<file path="config.mk">
export PLATFORM = sky130hd
export DESIGN_NAME = uthf_tx_port
export DESIGN_NICKNAME = d
export VERILOG_FILES = /design/src/rtl/uthf_pkg.sv /design/src/rtl/uthf_tx_port.sv /design/src/rtl/uthf_set_flags.sv /design/src/rtl/uthf_hub_change.sv
export SDC_FILE = /design/constraint.sdc
export NUM_CORES = 1
export LEC_CHECK = 0
export ABC_AREA = 1
export BUFFER_PORTS_ARGS = -buffer_cell sky130_fd_sc_hd__buf_4
export CORE_MARGIN = 10
export CORE_UTILIZATION = 60
export DETAILED_ROUTE_END_ITERATION = 12
export GPL_TIMING_DRIVEN = 0
export PLACE_DENSITY = 0.79
export SLEW_MARGIN = 20
export SYNTH_ARGS = -nofsm -noshare
export SYNTH_HDL_FRONTEND = slang
export SYNTH_HIERARCHICAL = 1
export SYNTH_SLANG_ARGS = --single-unit
</file>
<file path="constraint.sdc">
create_clock -name clk -period 3.5 [get_ports clk]
set_input_delay 0.35 -clock clk [delete_from_list [all_inputs] [get_ports clk]]
set_output_delay 0.35 -clock clk [all_outputs]
set_load 0.1 [all_outputs]
</file>
<file path="src/rtl/uthf_pkg.sv">
// Constants of the transmit FIFO and hub change port.
// Assumes an APB slave with 32-bit data, one word per register.
package uthf_pkg;

   // Register indexes; byte address is four times the index
   localparam logic [9:0] IDX_TX_BYTE_PORT   = 10'h0F3;
   localparam logic [9:0] IDX_TX_FLAG_REG    = 10'h0F5;
   localparam logic [9:0] IDX_ENDPOINT_SEL   = 10'h0F1;
   localparam logic [9:0] IDX_TX_BYTE_COUNT  = 10'h0F6;
   localparam logic [9:0] IDX_ADVANCE_MARKER = 10'h0F7;
   localparam logic [9:0] IDX_PORT_CHANGE_0  = 10'h0E0;
   localparam logic [9:0] IDX_IRQ_STATUS     = 10'h0E8;
   localparam logic [9:0] IDX_IRQ_ENABLE     = 10'h0E9;
   localparam logic [9:0] IDX_IRQ_CLEAR      = 10'h0EA;

   // Endpoint index values
   localparam logic [7:0] EP_HUB_STATUS = 8'h81;
   localparam logic [7:0] EP_HUB_CTRL   = 8'h80;

   // Hub change byte layout
   localparam int HUB_BITS = 5;
   localparam logic [7:0] HUB_BYTE_RESET = 8'h00;

   // Flag register fields
   localparam int FLG_SET1  = 7;
   localparam int FLG_SET0  = 6;
   localparam int FLG_EMPTY = 3;
   localparam int FLG_FULL  = 2;
   localparam int FLG_OVF   = 0;

   // Interrupt status bits
   localparam int IRQ_W          = 3;
   localparam int IRQ_HUB_CHANGE = 0;
   localparam int IRQ_NAK        = 1;
   localparam int IRQ_OVERFLOW   = 2;

   localparam logic [7:0] SEL_RESET = 8'h00;

   typedef enum logic [1:0] {
      SET_NONE = 2'b00,
      SET_ONE  = 2'b01,
      SET_HI   = 2'b10,
      SET_TWO  = 2'b11
   } uthf_set_type;

endpackage

</file>
<file path="src/rtl/uthf_tx_port.sv">
// Endpoint-indexed transmit FIFO data port and hub change byte.
// Assumes an APB master and an interface engine on the same clock.
//
// Behaviour
// - Low five bits report hub and ports
// - Bit one means change pending
// - Hub IN token sends byte when nonzero
// - Hub IN token with no change NAKs
// - Index 81H selects hub byte, else data
// - Port change register sets its hub bit
// - Bits clear only via their cause
// - Bits 7 to 5 reserved
// - Data writes push into selected FIFO
// - Write pointer increments per accepted write, holds when full
// - Set flags step on count and advance
module uthf_tx_port #(
   parameter int NUM_EP = 4,
   parameter int DEPTH  = 8
) (
   input  wire logic        clk,
   input  wire logic        rst,
   input  wire logic        psel,
   input  wire logic        penable,
   input  wire logic        pwrite,
   input  wire logic [11:0] paddr,
   input  wire logic [31:0] pwdata,
   output logic [31:0]      prdata,
   output logic             pready,
   output logic             pslverr,
   input  wire logic        tok_valid,
   input  wire logic [7:0]  tok_ep,
   input  wire logic        rd_req,
   input  wire logic [7:0]  rd_ep,
   output logic [7:0]       rd_data,
   output logic             rd_valid,
   input  wire logic        adv_valid,
   input  wire logic [7:0]  adv_ep,
   output logic             hub_send,
   output logic [7:0]       hub_byte,
   output logic             nak,
   output logic             irq
);

   localparam int SW = $clog2(NUM_EP);
   localparam int AW = $clog2(DEPTH);
   localparam int MW = $clog2(NUM_EP * DEPTH);
   localparam int IRQ_WD = uthf_pkg::IRQ_W;

   // Endpoint slot from index value
   function automatic logic [SW-1:0] slot(input logic [7:0] idx);
      slot = SW'(idx[6:0] % 7'(NUM_EP));
   endfunction

   // Index of the hub change byte
   function automatic logic is_hub(input logic [7:0] idx);
      is_hub = (idx == uthf_pkg::EP_HUB_STATUS);
   endfunction

   // Storage address of a slot and pointer
   function automatic logic [MW-1:0] maddr(
      input logic [SW-1:0] s,
      input logic [AW:0]   p
   );
      maddr = MW'(s * DEPTH) + MW'(p[AW-1:0]);
   endfunction

   // Registers
   logic [7:0]         sel_q;
   logic [31:0]        prdata_q;
   logic               pready_q;
   logic               pslverr_q;
   logic [7:0]         rd_data_q;
   logic               rd_valid_q;
   logic               hub_send_q;
   logic [7:0]         hub_byte_q;
   logic               nak_q;
   logic               irq_q;
   logic [IRQ_WD-1:0]  ists_q;
   logic [IRQ_WD-1:0]  ien_q;
   logic [4:0]         chg_q;
   logic [AW:0]        wp_q [NUM_EP];
   logic [AW:0]        rp_q [NUM_EP];
   logic [7:0]         mem_q [NUM_EP * DEPTH];

   // Bus decode
   wire [9:0]  widx    = paddr[11:2];
   wire        setup   = psel && !penable;
   wire        wr_acc  = psel && penable && pwrite && pready_q;
   wire [7:0]  wbyte   = pwdata[7:0];
   wire        hub_sel = is_hub(sel_q);
   wire [SW-1:0] wslot = slot(sel_q);

   wire hit_port  = (widx == uthf_pkg::IDX_TX_BYTE_PORT);
   wire hit_flag  = (widx == uthf_pkg::IDX_TX_FLAG_REG);
   wire hit_sel   = (widx == uthf_pkg::IDX_ENDPOINT_SEL);
   wire hit_cnt   = (widx == uthf_pkg::IDX_TX_BYTE_COUNT);
   wire hit_adv   = (widx == uthf_pkg::IDX_ADVANCE_MARKER);
   wire hit_pchg  = (widx >= uthf_pkg::IDX_PORT_CHANGE_0) &&
                    (widx < uthf_pkg::IDX_PORT_CHANGE_0 +
                     10'(uthf_pkg::HUB_BITS));
   wire hit_ists  = (widx == uthf_pkg::IDX_IRQ_STATUS);
   wire hit_ien   = (widx == uthf_pkg::IDX_IRQ_ENABLE);
   wire hit_iclr  = (widx == uthf_pkg::IDX_IRQ_CLEAR);
   wire mapped    = hit_port || hit_flag || hit_sel || hit_cnt ||
                    hit_adv || hit_pchg || hit_ists || hit_ien ||
                    hit_iclr;

   // Write strobes per register
   wire wr_sel  = wr_acc && hit_sel;
   wire wr_ien  = wr_acc && hit_ien;
   wire wr_iclr = wr_acc && hit_iclr;
   wire wr_pchg = wr_acc && hit_pchg;

   wire [2:0] pchg_idx = 3'(widx - uthf_pkg::IDX_PORT_CHANGE_0);

   // Per slot status
   wire [NUM_EP-1:0] full;
   wire [NUM_EP-1:0] empty;
   wire [1:0]        set_flags [NUM_EP];
   wire [NUM_EP-1:0] set_ovf;

   // Hub change byte
   wire [uthf_pkg::HUB_BITS-1:0] chg;
   wire [7:0]                    pchg_rdata;
   wire [7:0] hub_word = {3'b000, chg};

   uthf_hub_change u_hub (
      .clk   (clk),
      .rst   (rst),
      .wr    (wr_pchg),
      .sel   (pchg_idx),
      .wdata (wbyte),
      .rsel  (pchg_idx),
      .rdata (pchg_rdata),
      .chg   (chg)
   );

   // Data port push; hub byte is not writable
   wire push_try = wr_acc && hit_port && !hub_sel;
   wire push     = push_try && !full[wslot];
   wire push_ovf = push_try && full[wslot];

   // Engine reads and marker advances
   wire [SW-1:0] rslot = slot(rd_ep);
   wire          pop   = rd_req && !is_hub(rd_ep) &&
                         !empty[rslot];
   wire [SW-1:0] aslot = slot(adv_ep);
   wire fw_adv  = wr_acc && hit_adv && !hub_sel;
   wire fw_cnt  = wr_acc && hit_cnt && !hub_sel;

   // Hub token handling
   wire hub_tok = tok_valid && is_hub(tok_ep);
   wire hub_any = |chg;
   wire hub_ack = hub_tok && hub_any;
   wire hub_nak = hub_tok && !hub_any;

   genvar g;
   generate
      for (g = 0; g < NUM_EP; g++) begin : g_ep
         wire adv_here = (fw_adv && wslot == SW'(g)) ||
                         (adv_valid && aslot == SW'(g) &&
                          !is_hub(adv_ep));
         assign full[g]  = (wp_q[g] - rp_q[g]) == (AW+1)'(DEPTH);
         assign empty[g] = (wp_q[g] == rp_q[g]);

         uthf_set_flags u_flags (
            .clk    (clk),
            .rst    (rst),
            .cnt_wr (fw_cnt && wslot == SW'(g)),
            .adv    (adv_here),
            .flags  (set_flags[g]),
            .ovf    (set_ovf[g])
         );
      end
   endgenerate

   // Flag register view of the selected slot
   wire [7:0] flag_word;
   assign flag_word[uthf_pkg::FLG_SET1]  = set_flags[wslot][1];
   assign flag_word[uthf_pkg::FLG_SET0]  = set_flags[wslot][0];
   assign flag_word[5:4]                 = 2'b00;
   assign flag_word[uthf_pkg::FLG_EMPTY] = empty[wslot];
   assign flag_word[uthf_pkg::FLG_FULL]  = full[wslot];
   assign flag_word[1]                   = 1'b0;
   assign flag_word[uthf_pkg::FLG_OVF]   = 1'b0;

   // Read mux
   wire [7:0] port_rd = hub_sel ? hub_word : 8'h00;
   wire [31:0] rd_mux =
      hit_port ? {24'h000000, port_rd} :
      hit_flag ? {24'h000000, flag_word} :
      hit_sel  ? {24'h000000, sel_q} :
      hit_pchg ? {24'h000000, pchg_rdata} :
      hit_ists ? 32'(ists_q) :
      hit_ien  ? 32'(ien_q) :
      32'h00000000;

   // Interrupt events
   wire [IRQ_WD-1:0] ev;
   assign ev[uthf_pkg::IRQ_HUB_CHANGE] = |(chg & ~chg_q);
   assign ev[uthf_pkg::IRQ_NAK]        = hub_nak;
   assign ev[uthf_pkg::IRQ_OVERFLOW]   = push_ovf || (|set_ovf);

   wire [IRQ_WD-1:0] iclr =
      wr_iclr ? pwdata[IRQ_WD-1:0] : '0;
   wire [IRQ_WD-1:0] ists_d = (ists_q & ~iclr) | ev;

   // Bus slave: answer prepared in the setup cycle
   always_ff @(posedge clk or posedge rst) begin
      if (rst) begin
         pready_q  <= 1'b0;
         pslverr_q <= 1'b0;
      end else begin
         pready_q  <= setup;
         pslverr_q <= setup && !mapped;
      end
   end

   // Read data captured in the setup cycle
   always_ff @(posedge clk or posedge rst) begin
      if (rst) begin
         prdata_q <= 32'h00000000;
      end else if (setup) begin
         prdata_q <= rd_mux;
      end
   end

   // Endpoint select
   always_ff @(posedge clk or posedge rst) begin
      if (rst) begin
         sel_q <= uthf_pkg::SEL_RESET;
      end else if (wr_sel) begin
         sel_q <= wbyte;
      end
   end

   // Interrupt enable
   always_ff @(posedge clk or posedge rst) begin
      if (rst) begin
         ien_q <= '0;
      end else if (wr_ien) begin
         ien_q <= pwdata[IRQ_WD-1:0];
      end
   end

   // Interrupt status, set wins over clear
   always_ff @(posedge clk or posedge rst) begin
      if (rst) begin
         ists_q <= '0;
      end else begin
         ists_q <= ists_d;
      end
   end

   // Change bits of the last cycle, for rise detection
   always_ff @(posedge clk or posedge rst) begin
      if (rst) begin
         chg_q <= 5'h00;
      end else begin
         chg_q <= chg;
      end
   end

   // Interrupt line
   always_ff @(posedge clk or posedge rst) begin
      if (rst) begin
         irq_q <= 1'b0;
      end else begin
         irq_q <= |(ists_d & ien_q);
      end
   end

   // Write pointers
   always_ff @(posedge clk or posedge rst) begin
      if (rst) begin
         for (int i = 0; i < NUM_EP; i++) begin
            wp_q[i] <= '0;
         end
      end else if (push) begin
         wp_q[wslot] <= wp_q[wslot] + 1'b1;
      end
   end

   // Read pointers, moved only by engine reads
   always_ff @(posedge clk or posedge rst) begin
      if (rst) begin
         for (int i = 0; i < NUM_EP; i++) begin
            rp_q[i] <= '0;
         end
      end else if (pop) begin
         rp_q[rslot] <= rp_q[rslot] + 1'b1;
      end
   end

   // Storage
   always_ff @(posedge clk) begin
      if (push) begin
         mem_q[maddr(wslot, wp_q[wslot])] <= wbyte;
      end
   end

   // Engine byte read strobe
   always_ff @(posedge clk or posedge rst) begin
      if (rst) begin
         rd_valid_q <= 1'b0;
      end else begin
         rd_valid_q <= pop;
      end
   end

   // Engine byte read data
   always_ff @(posedge clk or posedge rst) begin
      if (rst) begin
         rd_data_q <= 8'h00;
      end else if (pop) begin
         rd_data_q <= mem_q[maddr(rslot, rp_q[rslot])];
      end
   end

   // Hub token answer pulses
   always_ff @(posedge clk or posedge rst) begin
      if (rst) begin
         hub_send_q <= 1'b0;
         nak_q      <= 1'b0;
      end else begin
         hub_send_q <= hub_ack;
         nak_q      <= hub_nak;
      end
   end

   // Hub byte as last sent
   always_ff @(posedge clk or posedge rst) begin
      if (rst) begin
         hub_byte_q <= uthf_pkg::HUB_BYTE_RESET;
      end else if (hub_ack) begin
         hub_byte_q <= hub_word;
      end
   end

   assign prdata   = prdata_q;
   assign pready   = pready_q;
   assign pslverr  = pslverr_q;
   assign rd_data  = rd_data_q;
   assign rd_valid = rd_valid_q;
   assign hub_send = hub_send_q;
   assign hub_byte = hub_byte_q;
   assign nak      = nak_q;
   assign irq      = irq_q;

endmodule

</file>
<file path="src/rtl/uthf_set_flags.sv">
// Two set-index flags of one transmit FIFO.
// Assumes count writes and marker advances are one-cycle pulses.
module uthf_set_flags (
   input  wire logic       clk,
   input  wire logic       rst,
   input  wire logic       cnt_wr,
   input  wire logic       adv,
   output logic [1:0]      flags,
   output logic            ovf
);

   uthf_pkg::uthf_set_type st_q;
   uthf_pkg::uthf_set_type st_d;

   always_comb begin
      st_d = st_q;
      ovf  = 1'b0;
      if (cnt_wr) begin
         case (st_q)
            uthf_pkg::SET_NONE: st_d = uthf_pkg::SET_ONE;
            uthf_pkg::SET_ONE:  st_d = uthf_pkg::SET_TWO;
            uthf_pkg::SET_HI:   st_d = uthf_pkg::SET_TWO;
            uthf_pkg::SET_TWO:  ovf  = 1'b1;
            default:            st_d = uthf_pkg::SET_NONE;
         endcase
      end else if (adv) begin
         case (st_q)
            uthf_pkg::SET_TWO: st_d = uthf_pkg::SET_HI;
            default:           st_d = uthf_pkg::SET_NONE;
         endcase
      end
   end

   always_ff @(posedge clk or posedge rst) begin
      if (rst) begin
         st_q <= uthf_pkg::SET_NONE;
      end else begin
         st_q <= st_d;
      end
   end

   assign flags = st_q;

endmodule

</file>
<file path="src/rtl/uthf_hub_change.sv">
// Hub and downstream port change registers.
// Assumes index 0 is the hub itself, 1 to 4 the ports.
module uthf_hub_change (
   input  wire logic                          clk,
   input  wire logic                          rst,
   input  wire logic                          wr,
   input  wire logic [2:0]                    sel,
   input  wire logic [7:0]                    wdata,
   input  wire logic [2:0]                    rsel,
   output logic [7:0]                         rdata,
   output logic [uthf_pkg::HUB_BITS-1:0]      chg
);

   logic [7:0] reg_q [uthf_pkg::HUB_BITS];

   always_ff @(posedge clk or posedge rst) begin
      if (rst) begin
         for (int i = 0; i < uthf_pkg::HUB_BITS; i++) begin
            reg_q[i] <= 8'h00;
         end
      end else if (wr && (sel < 3'(uthf_pkg::HUB_BITS))) begin
         reg_q[sel] <= wdata;
      end
   end

   // Bit falls only when its cause register is cleared
   always_comb begin
      for (int i = 0; i < uthf_pkg::HUB_BITS; i++) begin
         chg[i] = |reg_q[i];
      end
   end

   assign rdata = (rsel < 3'(uthf_pkg::HUB_BITS)) ? reg_q[rsel] : 8'h00;

endmodule

</file>
Word level (Yosys, flattened, before mapping)
Memories as Yosys holds them, arrays and structs flattened. A register that Yosys moved wholly into a read port is not among the register bits.
Cells that the tools add are included.

word-level totals
  flip-flop bits (word level) = 142
  RAM bits = 256
  output and inout bits = 54
  word-level logic and storage cells = 254
  memories = 1

memory list
  memory  depth  width  read ports  clocked after Yosys merged registers in  write ports  line                text
  mem_q   32     8      1           1                                        1            uthf_tx_port.sv:83  logic [7:0] mem_q [NUM_EP * DEPTH];

operators by class
  add/sub/neg operators = 9
  $lt $le $gt $ge = 11
  equality and inequality tests = 42
  mux-type cells = 62
  bitwise logic cells = 9
  reduce and logical (&&, ||, !) cells = 91

operators by type and width
  kind                   number
  $eq A10 B8 Y1 const B  8
  $mux W8                8
  $logic_and A1 B1 Y1    43
  $bwmux W40             1
  $reduce_or A40 Y1      1
  $reduce_or A8 Y1       5
  $bwmux W16             2
  $eq A8 B8 Y1 const B   4
  $mux W2                14
  $bmux W8 S3            1
  $demux W8 S3           1
  $eq A2 B2 Y1 const B   12
  $mux W4                6
  $bmux W4 S2            2
  $demux W4 S2           2
  $eq A4 B4 Y1           4
  $eq A4 B4 Y1 const B   4
  $pmux W2 S2            4
  $sub A4 B4 Y4          4
  $logic_or A1 B1 Y1     13
  $mux W1                13
  $eq A2 B1 Y1 const B   6
  $logic_not A2 Y1       6
  $ne A3 B3 Y1 const B   4
  29 further kinds       56

Logic depth before layout (Yosys ltp)
Gate-level depths: netlist of the first run.

  depth in word-level cells = 12
  mapped depth = 17

By module
Netlist of the first run, hierarchy kept.

by module, submodules not included
  module           instances  cells each  area each (µm²)  sequential area each (µm²)
  uthf_tx_port     1          1640        16016.6          9639.2
  uthf_hub_change  1          251         2078.2           1001.0
  uthf_set_flags   4          22          150.1            50.0

Least setup slack after synthesis of the first run
Ideal clock, no wire load.

  path type = flip-flop to flip-flop
  start = register pready_q, in the netlist pready
  end = memory mem_q[0][0] (enable)
  setup time = 370 ps
  data arrival time = 2265 ps
  data required time = 3130 ps
  slack = 865 ps
  cell stages (with the launch flop) = 7
  buffers on the path = 0
  period minus slack after synthesis = 2635 ps
  cell sequence = dfrtp_1 > nand4_1 > inv_1 > nand2_1 > nor2_1 > nand3_1 > nor2_1

between the ends
  longest elaborated chain between the ends = 6

ends and longest elaborated chain
  item                               line                 text
  from (decl)                        uthf_tx_port.sv:70   logic pready_q;
  from (signal assigned)             uthf_tx_port.sv:214  pready_q <= setup;
  $logic_and A1 B1 Y1                uthf_tx_port.sv:88   wire wr_acc = psel && penable && pwrite && pready_q;
  $logic_and A1 B1 Y1 (2 in series)  uthf_tx_port.sv:139  wire push_try = wr_acc && hit_port && !hub_sel;
  $logic_and A1 B1 Y1                uthf_tx_port.sv:140  wire push = push_try && !full[wslot];
  $mux W1                            uthf_tx_port.sv:297  if (push) begin
  $mux W1 (not written as such)      uthf_tx_port.sv:298  mem_q[maddr(wslot, wp_q[wslot])] <= wbyte;
  to (decl)                          uthf_tx_port.sv:83

Every way passes these cells.

Final worst setup path of the first run
  start = register sel_q[0]
  end = memory mem_q[21][1] (enable)

between the ends
  longest elaborated chain between the ends = 6
  elaborated cells on any way between the ends = 14
  those cells by class = add/sub (1); eq/ne (1); mux (7); bitwise (1); reduce/logical (4)

ends and longest elaborated chain
  item                                                                   line                 text
  from (decl)                                                            uthf_tx_port.sv:68   logic [7:0] sel_q;
  from (signal assigned)                                                 uthf_tx_port.sv:231  sel_q <= uthf_pkg::SEL_RESET;
  from (signal assigned)                                                 uthf_tx_port.sv:233  sel_q <= wbyte;
  parallel branches: the longest is 6 deep, another holds $add A5 B3 Y5  -

Parallel ways; which one is timed is not known. The select of a mux whose other input is x is not followed.

==> summary.md, run 1 <==
| Metric | Value |
|---|---|
| Die W | 196.5 um |
| Worst setup path class | reg -> reg |
| Syn Area/Cell | 9.447 um^2 |
| Crit path launch | sel_q[0]$_DFFE_PP0P_ |
| Post-Syn Area | 18700 um^2 |
| Count of unique library cells instantiated by Yosys | 47 |
| Number of global-route vias before repair | 14590 |
| Internal | 8.360 mW |
| Max-Cap Viols | 0 |
| Post-route ant nets | 0 |
| Slowest CP cell | nor2_1 |
| Fin util | 69.35% |
| Slew Viols, Final | 0 |
| GRT overflow | 0 |
| Final period util | 102.5% |
| Pleak | 9.390 nW |
| Peak Freq | 278.6 MHz |
| Crit path DAT | 3.73 ns |
| Number of cells on the worst reg-to-reg path | 9 |
| IO buf count | 76 |
| DR pass1 iterations | 5 |
| CTS clk-pin slew, worst paths | 0.07 ns |
| Failing checks | negative setup slack |
| Crit path cell chain | buf_2 -> nor2_1 -> buf_2 -> inv_1 -> o22ai_1 -> or2_2 -> ha_1 -> nand3_1 -> nor2_1 |
| Type of the most critical hold path | in -> reg |
| Most common cell after layout, fill and taps aside | nand2_1 |
| CTS Root Cell | clkbuf_16 |
| Pwr/cell area | 605.1 nW/um^2 |
| Slew headroom | 47.50% |
| Global-route usage over all layers | 26.26% |
| Placed instance count | 2479 |
| Worst setup endpoint | mem_q[21][1]$_DFFE_PP_ |
| Vias per cell | 5.770 |
| Most frequent cells in the layout | 454 x nand2_1, 294 x nand3_1, 258 x inv_1, 256 x edfxtp_1, 126 x dfrtp_1 |
| Pin count of the biggest net entering global routing | 58 |
| Initial core utilization | 60.96% |
| Clock share of power | 31.7% |
| Worst Skew | 0.02274 ns |
| Avg WL per Cell | 20.19 um |
| Synth top area share | 41.12% |
| CP max stage delay | 0.82 ns |
| Final non-filler cell total | 2550 |
| Setup bufs post-CTS | 0 |
| Worst R2R Setup Slack | -0.09 ns |
| Starting DRC count in detailed routing | 1456 |
| Top cells by area, synth | edfxtp_1 41%, dfrtp_1 17%, nand2_1 9.1% |
| Final Hold Fails | 0 |
| Setup TNS | -1.741 ns |
| RSZ-0062 raised after global routing | true |
| Layout area overhead | 13.76% |
| Total routed wirelength | 51490 um |
| Post-synthesis cell count | 1979 |
| Placer Congestion | 0.9781 |
| Ys async rst share | 32.98% |
| Clk buf depth | 3 |
| Filler instances | 2333 |
| Clk_lat worst skew | 0.53 ns |
| # DRC | 0 |
| Core box area | 30670 um^2 |
| Switching pwr | 4.509 mW |
| Crit path max fanout | 10 |
| Status | finished, violations left |
| Min Tclk post-route | 3.589 ns |
| Ports | 130 |
| Worst reg2reg endpoint | mem_q[21][1]$_DFFE_PP_ |
| H-tree depth | 2 |
| Ys Warns | 6 |
| Die ar. | 38620 um^2 |
| #FFs+latches synth | 382 |
| Post-synth top area cell | edfxtp_1 |
| TritonCTS Buffers | 40 |
| Setup slack after layout | -0.08920 ns |
| EDFF count, synth | 256 |
| CTS tree | done |
| Critical Path Sink Type | flop |
| Clock sinks | 382 |
| Via count | 14710 |
| Die Ht | 196.5 um |
| Crit Reg-Reg Startpoint | sel_q[0]$_DFFE_PP0P_ |
| Site Rows | 64 |
| Proportion of layout cells with a drive suffix above 1 | 15.18% |
| First-pass GRT wire length | 79980 um |
| Switching Share | 35.04% |
| Post-DP HPWL | 36770 um |
| Setup-failing EPs final | 32 |
| Least-Margin Pin Slew | 0.7846 ns |
| Initial antenna violation count | 0 |
| Pre-CTS WS | -0.1994 ns |
| CP Launch Type | flop |
| Sequential share of power | 39.4% |
| Power share of the combinational group | 28.9% |
| Peak VDD IR | 0.3633 mV |
| Synth Flop Type | edfxtp_1 |
| Final net count | 2227 |
| ANT cells | 0 |
| CP required | 3.64 ns |
| Sequential cell area fraction in the yosys report | 57.98% |
-- synthesized netlist by cell type, types with 6 or more instances --
| library cell | instances |
|---|---|
| buf_6 | 9 |
| buf_4 | 34 |
| buf_2 | 46 |
| inv_1 | 260 |
| xor2_1 | 6 |
| o22ai_1 | 10 |
| a21oi_1 | 12 |
| nand2_2 | 11 |
| edfxtp_1 | 256 |
| or2_1 | 8 |
| nand4_1 | 27 |
| dfrtp_1 | 126 |
| o21ai_2 | 29 |
| nor2_1 | 135 |
| clkbuf_1 | 12 |
| nor3_1 | 7 |
| o21ai_0 | 36 |
| ha_1 | 25 |
| o21ai_1 | 14 |
| nand3b_1 | 91 |
| nand3_1 | 296 |
| inv_2 | 12 |
| o211ai_1 | 10 |
| nand2_1 | 454 |
-- logic make-up (layout without fill, tap and decap cells) --
group,after synthesis,in the layout,synth area share (%)
flops,382,382,57.98
compound gates,128,128,4.511
simple gates,1049,1049,26.04
fa+ha+maj,25,25,1.673
xor+xnor,11,11,0.5153
mux,5,5,0.3011
other cells,1,27,0.02006
buf+inv,378,527,8.955
-- per-stage QoR --
stage | cell area, um^2 | hold WS (ns) | power (mW)
after global placement | 19860 | 0.2666 | 8.715
final | 21270 | 0.07632 | 12.87
after detailed placement | 19910 | 0.2860 | 8.813
after CTS | 21200 | 0.05964 | 12.83
after floorplan | 18790 | 0.09118 | 7.646
after global routing | 21270 | 0.1017 | 13.34
-- power by group through the flow --
stage / clock network, mW / registers, mW / logic [mW]
6_report: 4.08 / 5.07 / 3.72
3_5_place_dp: 0 / 5.16 / 3.65
5_1_grt: 4.27 / 5.09 / 3.99
2_1_floorplan: 0 / 5.53 / 2.11
4_1_cts: 4.09 / 5.07 / 3.67
3_3_place_gp: 0 / 5.15 / 3.56
-- layout make-up --
| type | instances | area [um^2] | share of cell area [%] |
|---|---|---|---|
| flip-flops and latches | 382 | 10840 | 50.97 |
| multi-input cells | 1245 | 6381 | 30.00 |
| clock buffers | 55 | 1119 | 5.259 |
| inverters | 275 | 1037 | 4.877 |
| plain buffers | 103 | 639.4 | 3.006 |
| repair buffers | 79 | 628.1 | 2.953 |
| well taps | 396 | 495.5 | 2.330 |
| clock inverters | 15 | 127.6 | 0.6001 |
-- what timing repair did --
| action | CTS | global route |
|---|---|---|
| resized for setup | 13 | 19 |
| hold buffers | 1 | 0 |
| pin swaps | 0 | 0 |
| hold endpoints to repair | 39 | 0 |
| setup endpoints to repair | 120 | 216 |
-- layer usage --
| metal | wire, um | up-vias | GRT usage [%] |
|---|---|---|---|
| li1 | - | 6824 | - |
| met2 | 25290 | 690 | 44.90 |
| met3 | 3969 | 142 | 3.768 |
| met5 | 0 | - | 0 |
| met4 | 1940 | 0 | 10.41 |
| met1 | 20290 | 7057 | 33.07 |
-- critical path: cells and delay by family (launching register included) --
family | cells | cell delay, ns
adders and majority gates | 1 | 0.18
DFF | 1 | 0.36
and+or+nand+nor | 4 | 1.80
AOI/OAI and AO/OA | 1 | 0.22
buffers and inverters | 3 | 0.64
-- worst min-delay path by stage --
stage | start | to | slack (ns) | cells after the start
after floorplan | rst | g_ep[0].u_flags/flags[0]$_DFFE_PP0P_ | 0.09 | 1
after global placement | rst | g_ep[1].u_flags/flags[0]$_DFFE_PP0P_ | 0.27 | 2
after detailed placement | rst | g_ep[2].u_flags/flags[1]$_DFFE_PP0P_ | 0.29 | 2
after CTS | penable | pready$_DFF_PP0_ | 0.06 | 2
after global routing | penable | pready$_DFF_PP0_ | 0.10 | 2
final | penable | pready$_DFF_PP0_ | 0.08 | 2
-- state kept, by name (all words and copies together) (netlist names) --
name / flops
pready: 1
g_ep.u_flags/flags: 8
nak: 1
pslverr: 1
ien_q: 3
irq: 1
mem_q: 256
hub_send: 1
rd_data: 8
prdata: 8
u_hub/reg_q: 40
ists_q: 3
sel_q: 8
rd_valid: 1
chg_q: 5
wp_q: 16
hub_byte: 5
rp_q: 16
(Power assumes the default switching activity.)
==> inputs of run 2 (changes only) <==
- HOLD_SLACK_MARGIN: default -> 0.1
- SYNTH_HIERARCHICAL: 1 -> default
- clock period: 3.5 -> 4.3 ns (I/O delays scaled with it)
==> summary.md, run 2 <==
| Metric | Value |
|---|---|
| Status | finished, final reports clean (was finished, violations left) |
| Ports | 130 (unchanged) |
| Worst Path Buf+Inv | 1 (was 3) |
| Vias per cell | 5.917 (was 5.770) |
| EDFF count, synth | 256 (unchanged) |
| Setup TNS | 0 ns (was -1.741 ns) |
| Final net count | 2153 (was 2227) |
| Total routed wirelength | 51960 um (was 51490 um) |
| Crit path cell chain | ha_1 -> nand2_1 -> nand2_1 -> a21oi_1 -> nand2_1 -> nand3_1 -> nor2_1 -> nor2_1 -> nand2_1 -> inv_2 -> nand3_1 -> nor2_1 (was buf_2 -> nor2_1 -> buf_2 -> inv_1 -> o22ai_1 -> or2_2 -> ha_1 -> nand3_1 -> nor2_1) |
| Crit path DAT | 3.66 ns (was 3.73 ns) |
| Peak Freq | 284.3 MHz (was 278.6 MHz) |
| Post-DP HPWL | 36310 um (was 36770 um) |
| Layout area overhead | 13.62% (was 13.76%) |
| Pin count of the biggest net entering global routing | 75 (was 58) |
| CP max stage delay | 0.99 ns (was 0.82 ns) |
| Max-Cap Viols | 0 (unchanged) |
| CP required | 4.45 ns (was 3.64 ns) |
| Largest register FFs | 256 (unchanged) |
| Global-route usage over all layers | 26.67% (was 26.26%) |
| Number of global-route vias before repair | 14290 (was 14590) |
| Clk buf depth | 3 (unchanged) |
| GRT overflow | 0 (unchanged) |
| Cell mode on critical path | nand2_1 |
| Sequential cell area fraction in the yosys report | 59.28% (was 57.98%) |
| Die Ht | 194.6 um (was 196.5 um) |
| Crit path max fanout | 8 (was 10) |
| # DRC | 0 (unchanged) |
| Total power | 10.60 mW (was 12.87 mW) |
| Pleak | 8.998 nW (was 9.390 nW) |
| Top cells by area, synth | edfxtp_1 42%, dfrtp_1 17%, nand2_1 9.0% (was edfxtp_1 41%, dfrtp_1 17%, nand2_1 9.1%) |
| Die ar. | 37860 um^2 (was 38620 um^2) |
| Most frequent cells in the layout | 440 x nand2_1, 256 x edfxtp_1, 238 x inv_1, 237 x nand3_1, 135 x nor2_1 (was 454 x nand2_1, 294 x nand3_1, 258 x inv_1, 256 x edfxtp_1, 126 x dfrtp_1) |
| IO buf count | 74 (was 76) |
| Slew Viols, Final | 0 (unchanged) |
| CP Launch Type | flop (unchanged) |
| Starting DRC count in detailed routing | 1998 (was 1456) |
| Final Hold Fails | 0 (unchanged) |
| Ys Warns | 0 (was 6) |
| Worst Skew | 0.02246 ns (was 0.02274 ns) |
| Worst hold stages | 2 (unchanged) |
| Initial core utilization | 61.21% (was 60.96%) |
| Clk_lat worst skew | 0.55 ns (was 0.53 ns) |
| Via count | 14640 (was 14710) |
| Post-Syn Area | 18290 um^2 (was 18700 um^2) |
| Placed instance count | 2399 (was 2479) |
| Slowest CP cell | nor2_1 (unchanged) |
| Crit. path cell count | 12 (was 9) |
| RSZ-0062 raised after global routing | false (was true) |
| CTS tree | done (unchanged) |
| Proportion of layout cells with a drive suffix above 1 | 11.95% (was 15.18%) |
| Synth top area share | 42.04% (was 41.12%) |
| Pwr/cell area | 510.0 nW/um^2 (was 605.1 nW/um^2) |
| Initial antenna violation count | 0 (unchanged) |
| Most frequent cell after synthesis | nand2_1 (unchanged) |
| Post-route ant nets | 0 (unchanged) |
| Count of unique library cells instantiated by Yosys | 49 (was 47) |
| First-pass GRT wire length | 79920 um (was 79980 um) |
| Least-Margin Pin Slew | 1.101 ns (was 0.7846 ns) |
| Crit-path leading delay family | simple AND/OR/NAND/NOR gates (unchanged) |
| Worst setup path class | reg -> reg (unchanged) |
| Synth Flop Type | edfxtp_1 (unchanged) |
| Setup-failing EPs final | 0 (was 32) |
| Syn Area/Cell | 9.585 um^2 (was 9.447 um^2) |
| H-tree depth | 2 (unchanged) |
| ANT cells | 0 (unchanged) |
| Number of cells on the worst reg-to-reg path | 12 (was 9) |
| Post-synthesis cell count | 1908 (was 1979) |
| Peak VDD IR | 0.3004 mV (was 0.3633 mV) |
| Avg WL per Cell | 21.00 um (was 20.19 um) |
| Die W | 194.6 um (was 196.5 um) |
| Slew headroom | 26.32% (was 47.50%) |
| Most frequent cells after synthesis | 440 x nand2_1, 256 x edfxtp_1, 239 x inv_1 (was 454 x nand2_1, 296 x nand3_1, 260 x inv_1) |
| Critical Path Sink Type | flop (unchanged) |
| Post_cts resized | 0 (was 13) |
| Final non-filler cell total | 2474 (was 2550) |
| Min Tclk post-route | 3.518 ns (was 3.589 ns) |
| Worst hold margin | 0.1982 ns (was 0.07632 ns) |
| Ys async rst share | 32.98% (unchanged) |
| Site Rows | 63 (was 64) |
| Placer Congestion | 0.9840 (was 0.9781) |
| Post-synth top area cell | edfxtp_1 (unchanged) |
| Final period util | 81.81% (was 102.5%) |
| #FFs+latches synth | 382 (unchanged) |
| Core box area | 29870 um^2 (was 30670 um^2) |
| CTS Root Cell | clkbuf_16 (unchanged) |
| TritonCTS Buffers | 40 (unchanged) |
| CTS clk-pin slew, worst paths | 0.06 ns (was 0.07 ns) |
| Most common cell after layout, fill and taps aside | nand2_1 (unchanged) |
| Type of the most critical hold path | in -> reg (unchanged) |
| Clock sinks | 382 (unchanged) |
| DR pass1 iterations | 6 (was 5) |
==> run 2: cell types whose count changed after synthesis, sizes merged, moves of 12 or more <==
cell | before | now
o21ai | 79 | 108
nand2 | 465 | 443
buf | 91 | 79
inv | 273 | 245
o211ai | 10 | 22
clkbuf | 12 | 25
nand3 | 300 | 246
==> run 2: worst reg2reg max path: cells and delay by family (launching register included) <==
| family | cells | cell delay, ns |
|---|---|---|
| AOI/OAI and AO/OA | 1 | 0.17 |
| adders and majority gates | 1 | 0.36 |
| buffers and inverters | 1 | 0.14 |
| DFF | 1 | 0.44 |
| and+or+nand+nor | 9 | 2.02 |
==> run 2: path summary, 6_finish.rpt <==
check                                    startpoint  slack (ns)                           to
max in group asynchronous                       rst        3.01  u_hub.reg_q[13]$_DFFE_PP0P_
min in group asynchronous                       rst        0.56          wp_q[3]$_DFFE_PP0P_
worst min register to register  wp_q[0]$_DFFE_PP0P_        0.48          wp_q[0]$_DFFE_PP0P_
worst max register to register  wp_q[9]$_DFFE_PP0P_        0.78       mem_q[24][3]$_DFFE_PP_
worst min-delay path                        penable        0.20             pready$_DFF_PP0_
worst max-delay path            wp_q[9]$_DFFE_PP0P_        0.78       mem_q[24][3]$_DFFE_PP_
==> run 2: kinds of logic (layout without fill, tap and decap cells) <==
group | Yosys count | after routing | share of synthesized area, %
DFF | 382 | 382 | 59.28
adders and majority gates | 25 | 25 | 1.710
xor gates and xnor gates | 13 | 13 | 0.6226
buffers and inverters | 350 | 500 | 8.251
AOI/OAI and AO/OA | 177 | 177 | 5.877
and+or+nand+nor | 960 | 960 | 24.24
other | 1 | 27 | 0.02051
==> run 2: power by group <==
part | internal, mW | switching, mW | total (mW) | leakage (nW)
logic | 0.762 | 2.22 | 2.98 | 4.35
registers | 4.04 | 0.0942 | 4.13 | 4.00
clock network | 2.04 | 1.45 | 3.48 | 0.647
total | 6.84 | 3.76 | 10.6 | 9.00
==> run 2: final cells by class <==
class	count	area, um^2
flip-flops and latches	382	10840
fillers	2266	9097
multi-input cells	1202	6036
clock buffers	53	1091
inverters	246	928.4
repair buffers	76	593.1
plain buffers	104	585.6
well taps	390	488.0
clock inverters	21	215.2
==> run 2: timing repair <==
item | 4_1_cts | 5_1_grt
setup buffers | 0 | 0
hold buffers | 1 | 0
hold endpoints to repair | 73 | 0
==> run 2: per-layer routing <==
layer	up-vias	global-route usage, %	share of wire [%]
met3	148	5.197	10
met5	-	0	0
li1	6634	-	-
met4	0	9.881	3.4
met1	6967	35.35	39
met2	890	42.71	47
==> run 2: through the flow <==
step,cell area [um^2],utilization [%],setup WS (ns)
6_report,20780,69.55,0.7822
3_3_place_gp,19430,65.03,-0.8616
3_5_place_dp,19460,65.14,0.8456
4_1_cts,20780,69.55,0.9367
5_1_grt,20780,69.55,0.6465
2_1_floorplan,18390,-,0.5141
==> inputs of run 3 (changes only) <==
- CORE_UTILIZATION: 60 -> 55
- PLACE_DENSITY: 0.79 -> 0.77
- clock period: 4.3 -> 2.97 ns (I/O delays scaled with it)
==> summary.md, run 3 (synthesis gave the netlist of run 2 again) <==
| Metric | Value |
|---|---|
| Crit path DAT | 3.24 ns (was 3.66 ns) |
| Clock sinks | 382 (unchanged) |
| Slew Viols, Final | 0 (unchanged) |
| TritonCTS Buffers | 40 (unchanged) |
| Slew headroom | 45.45% (was 26.32%) |
| Least-Margin Pin Slew | 0.8183 ns (was 1.101 ns) |
| Initial core utilization | 55.92% (was 61.21%) |
| RSZ-0062 raised after global routing | true (was false) |
| Placer Congestion | 1.028 (was 0.9840) |
| GRT overflow | 0 (unchanged) |
| First-pass GRT wire length | 80140 um (was 79920 um) |
| CP required | 3.15 ns (was 4.45 ns) |
| Layout area overhead | 16.01% (was 13.62%) |
| Failing checks | negative setup slack |
| Starting DRC count in detailed routing | 1421 (was 1998) |
| Number of global-route vias before repair | 14170 (was 14290) |
| Proportion of layout cells with a drive suffix above 1 | 13.91% (was 11.95%) |
| Final Hold Fails | 0 (unchanged) |
| Max-Cap Viols | 0 (unchanged) |
| DR pass1 iterations | 6 (unchanged) |
| Via count | 14440 (was 14640) |
| Total power | 15.26 mW (was 10.60 mW) |
| Initial antenna violation count | 0 (unchanged) |
| Most frequent cells in the layout | 439 x nand2_1, 256 x edfxtp_1, 238 x inv_1, 234 x nand3_1, 126 x dfrtp_1 (was 440 x nand2_1, 256 x edfxtp_1, 238 x inv_1, 237 x nand3_1, 135 x nor2_1) |
| Critical Path Sink Type | flop (unchanged) |
| Setup-failing EPs final | 73 (was 0) |
| CTS clk-pin slew, worst paths | 0.06 ns (about the same) |
| ANT cells | 0 (unchanged) |
| CTS Root Cell | clkbuf_16 (unchanged) |
| Site Rows | 66 (was 63) |
| Vias per cell | 5.698 (was 5.917) |
| Avg WL per Cell | 20.53 um (was 21.00 um) |
| Fin util | 64.88% (was 69.55%) |
| Post-DP HPWL | 36330 um (was 36310 um) |
| # DRC | 0 (unchanged) |
| Slowest CP cell | nand3_2 (was nor2_1) |
| Die ar. | 40940 um^2 (was 37860 um^2) |
| Largest register FFs | 256 (unchanged) |
| CTS tree | done (unchanged) |
| Clk_lat worst skew | 0.54 ns (was 0.55 ns) |
| Clk buf depth | 3 (unchanged) |
| Min Tclk post-route | 3.066 ns (was 3.518 ns) |
| CP Launch Type | flop (unchanged) |
| Crit path cell chain | ha_1 -> nand2_1 -> nand2_1 -> a21oi_1 -> nand2_1 -> nand3_1 -> nor2_1 -> nor2_1 -> nand2_2 -> inv_2 -> nand3_2 -> nor2_4 (was ha_1 -> nand2_1 -> nand2_1 -> a21oi_1 -> nand2_1 -> nand3_1 -> nor2_1 -> nor2_1 -> nand2_1 -> inv_2 -> nand3_1 -> nor2_1) |
| Type of the most critical hold path | in -> reg (unchanged) |
| Peak VDD IR | 0.7219 mV (was 0.3004 mV) |
| Worst hold margin | 0.1672 ns (was 0.1982 ns) |
| Setup slack after layout | -0.09647 ns (was 0.7822 ns) |
| Total routed wirelength | 52030 um (was 51960 um) |
| Pleak | 9.042 nW (was 8.998 nW) |
| Peak Freq | 326.1 MHz (was 284.3 MHz) |
| Pwr/cell area | 719.5 nW/um^2 (was 510.0 nW/um^2) |
| Ports | 130 (unchanged) |
| Crit path max fanout | 8 (unchanged) |
| Die Ht | 202.3 um (was 194.6 um) |
| Post-route ant nets | 0 (unchanged) |
| Status | finished, violations left (was finished, final reports clean) |
| Pin count of the biggest net entering global routing | 34 (was 75) |
| CP max stage delay | 0.50 ns (was 0.99 ns) |
| Most common cell after layout, fill and taps aside | nand2_1 (unchanged) |
| Final net count | 2161 (was 2153) |
| Core box area | 32700 um^2 (was 29870 um^2) |
| Final period util | 103.2% (was 81.81%) |
| H-tree depth | 2 (unchanged) |
| IO buf count | 74 (unchanged) |
| Worst Skew | 0.03040 ns (was 0.02246 ns) |
| Placed instance count | 2454 (was 2399) |
| Global-route usage over all layers | 24.97% (was 26.67%) |
| Final non-filler cell total | 2534 (was 2474) |
| Worst setup path class | reg -> reg (unchanged) |
| Die W | 202.3 um (was 194.6 um) |
| Cell mode on critical path | nand2_1 (unchanged) |
-- run 3: layer usage --
metal / GRT usage [%] / vias up / wire length [um]
met5: 0 / - / 0
li1: - / 6655 / -
met4: 9.059 / 0 / 1593
met2: 40.66 / 775 / 24720
met1: 32.63 / 6869 / 20510
met3: 4.862 / 139 / 5205
-- run 3: repair_timing --
action,in CTS,in global routing
hold endpoints to repair,22,0
pin swaps,0,6
setup endpoints to repair,248,256
buffers inserted,0,4
hold buffers,2,0
gates resized for setup,58,12
-- run 3: through the flow --
stage	area (um^2)	worst slack [ns]	TNS (ns)
4_1_cts	21110	-0.1134	-5.989
5_1_grt	21220	-0.1955	-19.59
3_3_place_gp	19500	-0.2877	-51.53
2_1_floorplan	18390	0.2621	0
3_5_place_dp	19590	-0.3499	-65.71
6_report	21220	-0.09647	-3.371
-- run 3: worst paths after layout --
check | startpoint | endpoint | slack (ns) | cells after the start
max | wp_q[9]$_DFFE_PP0P_ | mem_q[25][1]$_DFFE_PP_ | -0.1 | 12
min | psel | pready$_DFF_PP0_ | 0.17 | 3
max reg2reg | wp_q[9]$_DFFE_PP0P_ | mem_q[25][1]$_DFFE_PP_ | -0.1 | 12
min reg2reg | u_hub.reg_q[4]$_DFFE_PP0P_ | u_hub.reg_q[4]$_DFFE_PP0P_ | 0.48 | 2
max in group asynchronous | rst | rp_q[10]$_DFFE_PP0P_ | 1.68 | 6
min in group asynchronous | rst | chg_q[1]$_DFF_PP0_ | 0.33 | 3
-- run 3: cell type report --
| class | instances | area, um^2 |
|---|---|---|
| Timing Repair Buffer | 84 | 718.2 |
| Inverter | 246 | 927.1 |
| Clock buffer | 58 | 1141 |
| Clock inverter | 16 | 151.4 |
| Multi-Input combinational cell | 1202 | 6296 |
| Fill cell | 2604 | 11490 |
| Buffer | 104 | 588.1 |
| Sequential cell | 382 | 10840 |
| Tap cell | 442 | 553.0 |
-- run 3: critical path: cells and delay by family (launching register included) --
family	cells	cell delay, ns
AND/OR/NAND/NOR	9	1.61
flip-flops	1	0.42
adder cells (fa/ha/maj)	1	0.34
AO/OA/AOI/OAI	1	0.17
buffers and inverters	1	0.16
-- run 3: report_power, final --
part,internal [mW],switching [mW]
logic,1.12,3.23
registers,5.85,0.142
clock network,2.86,2.07
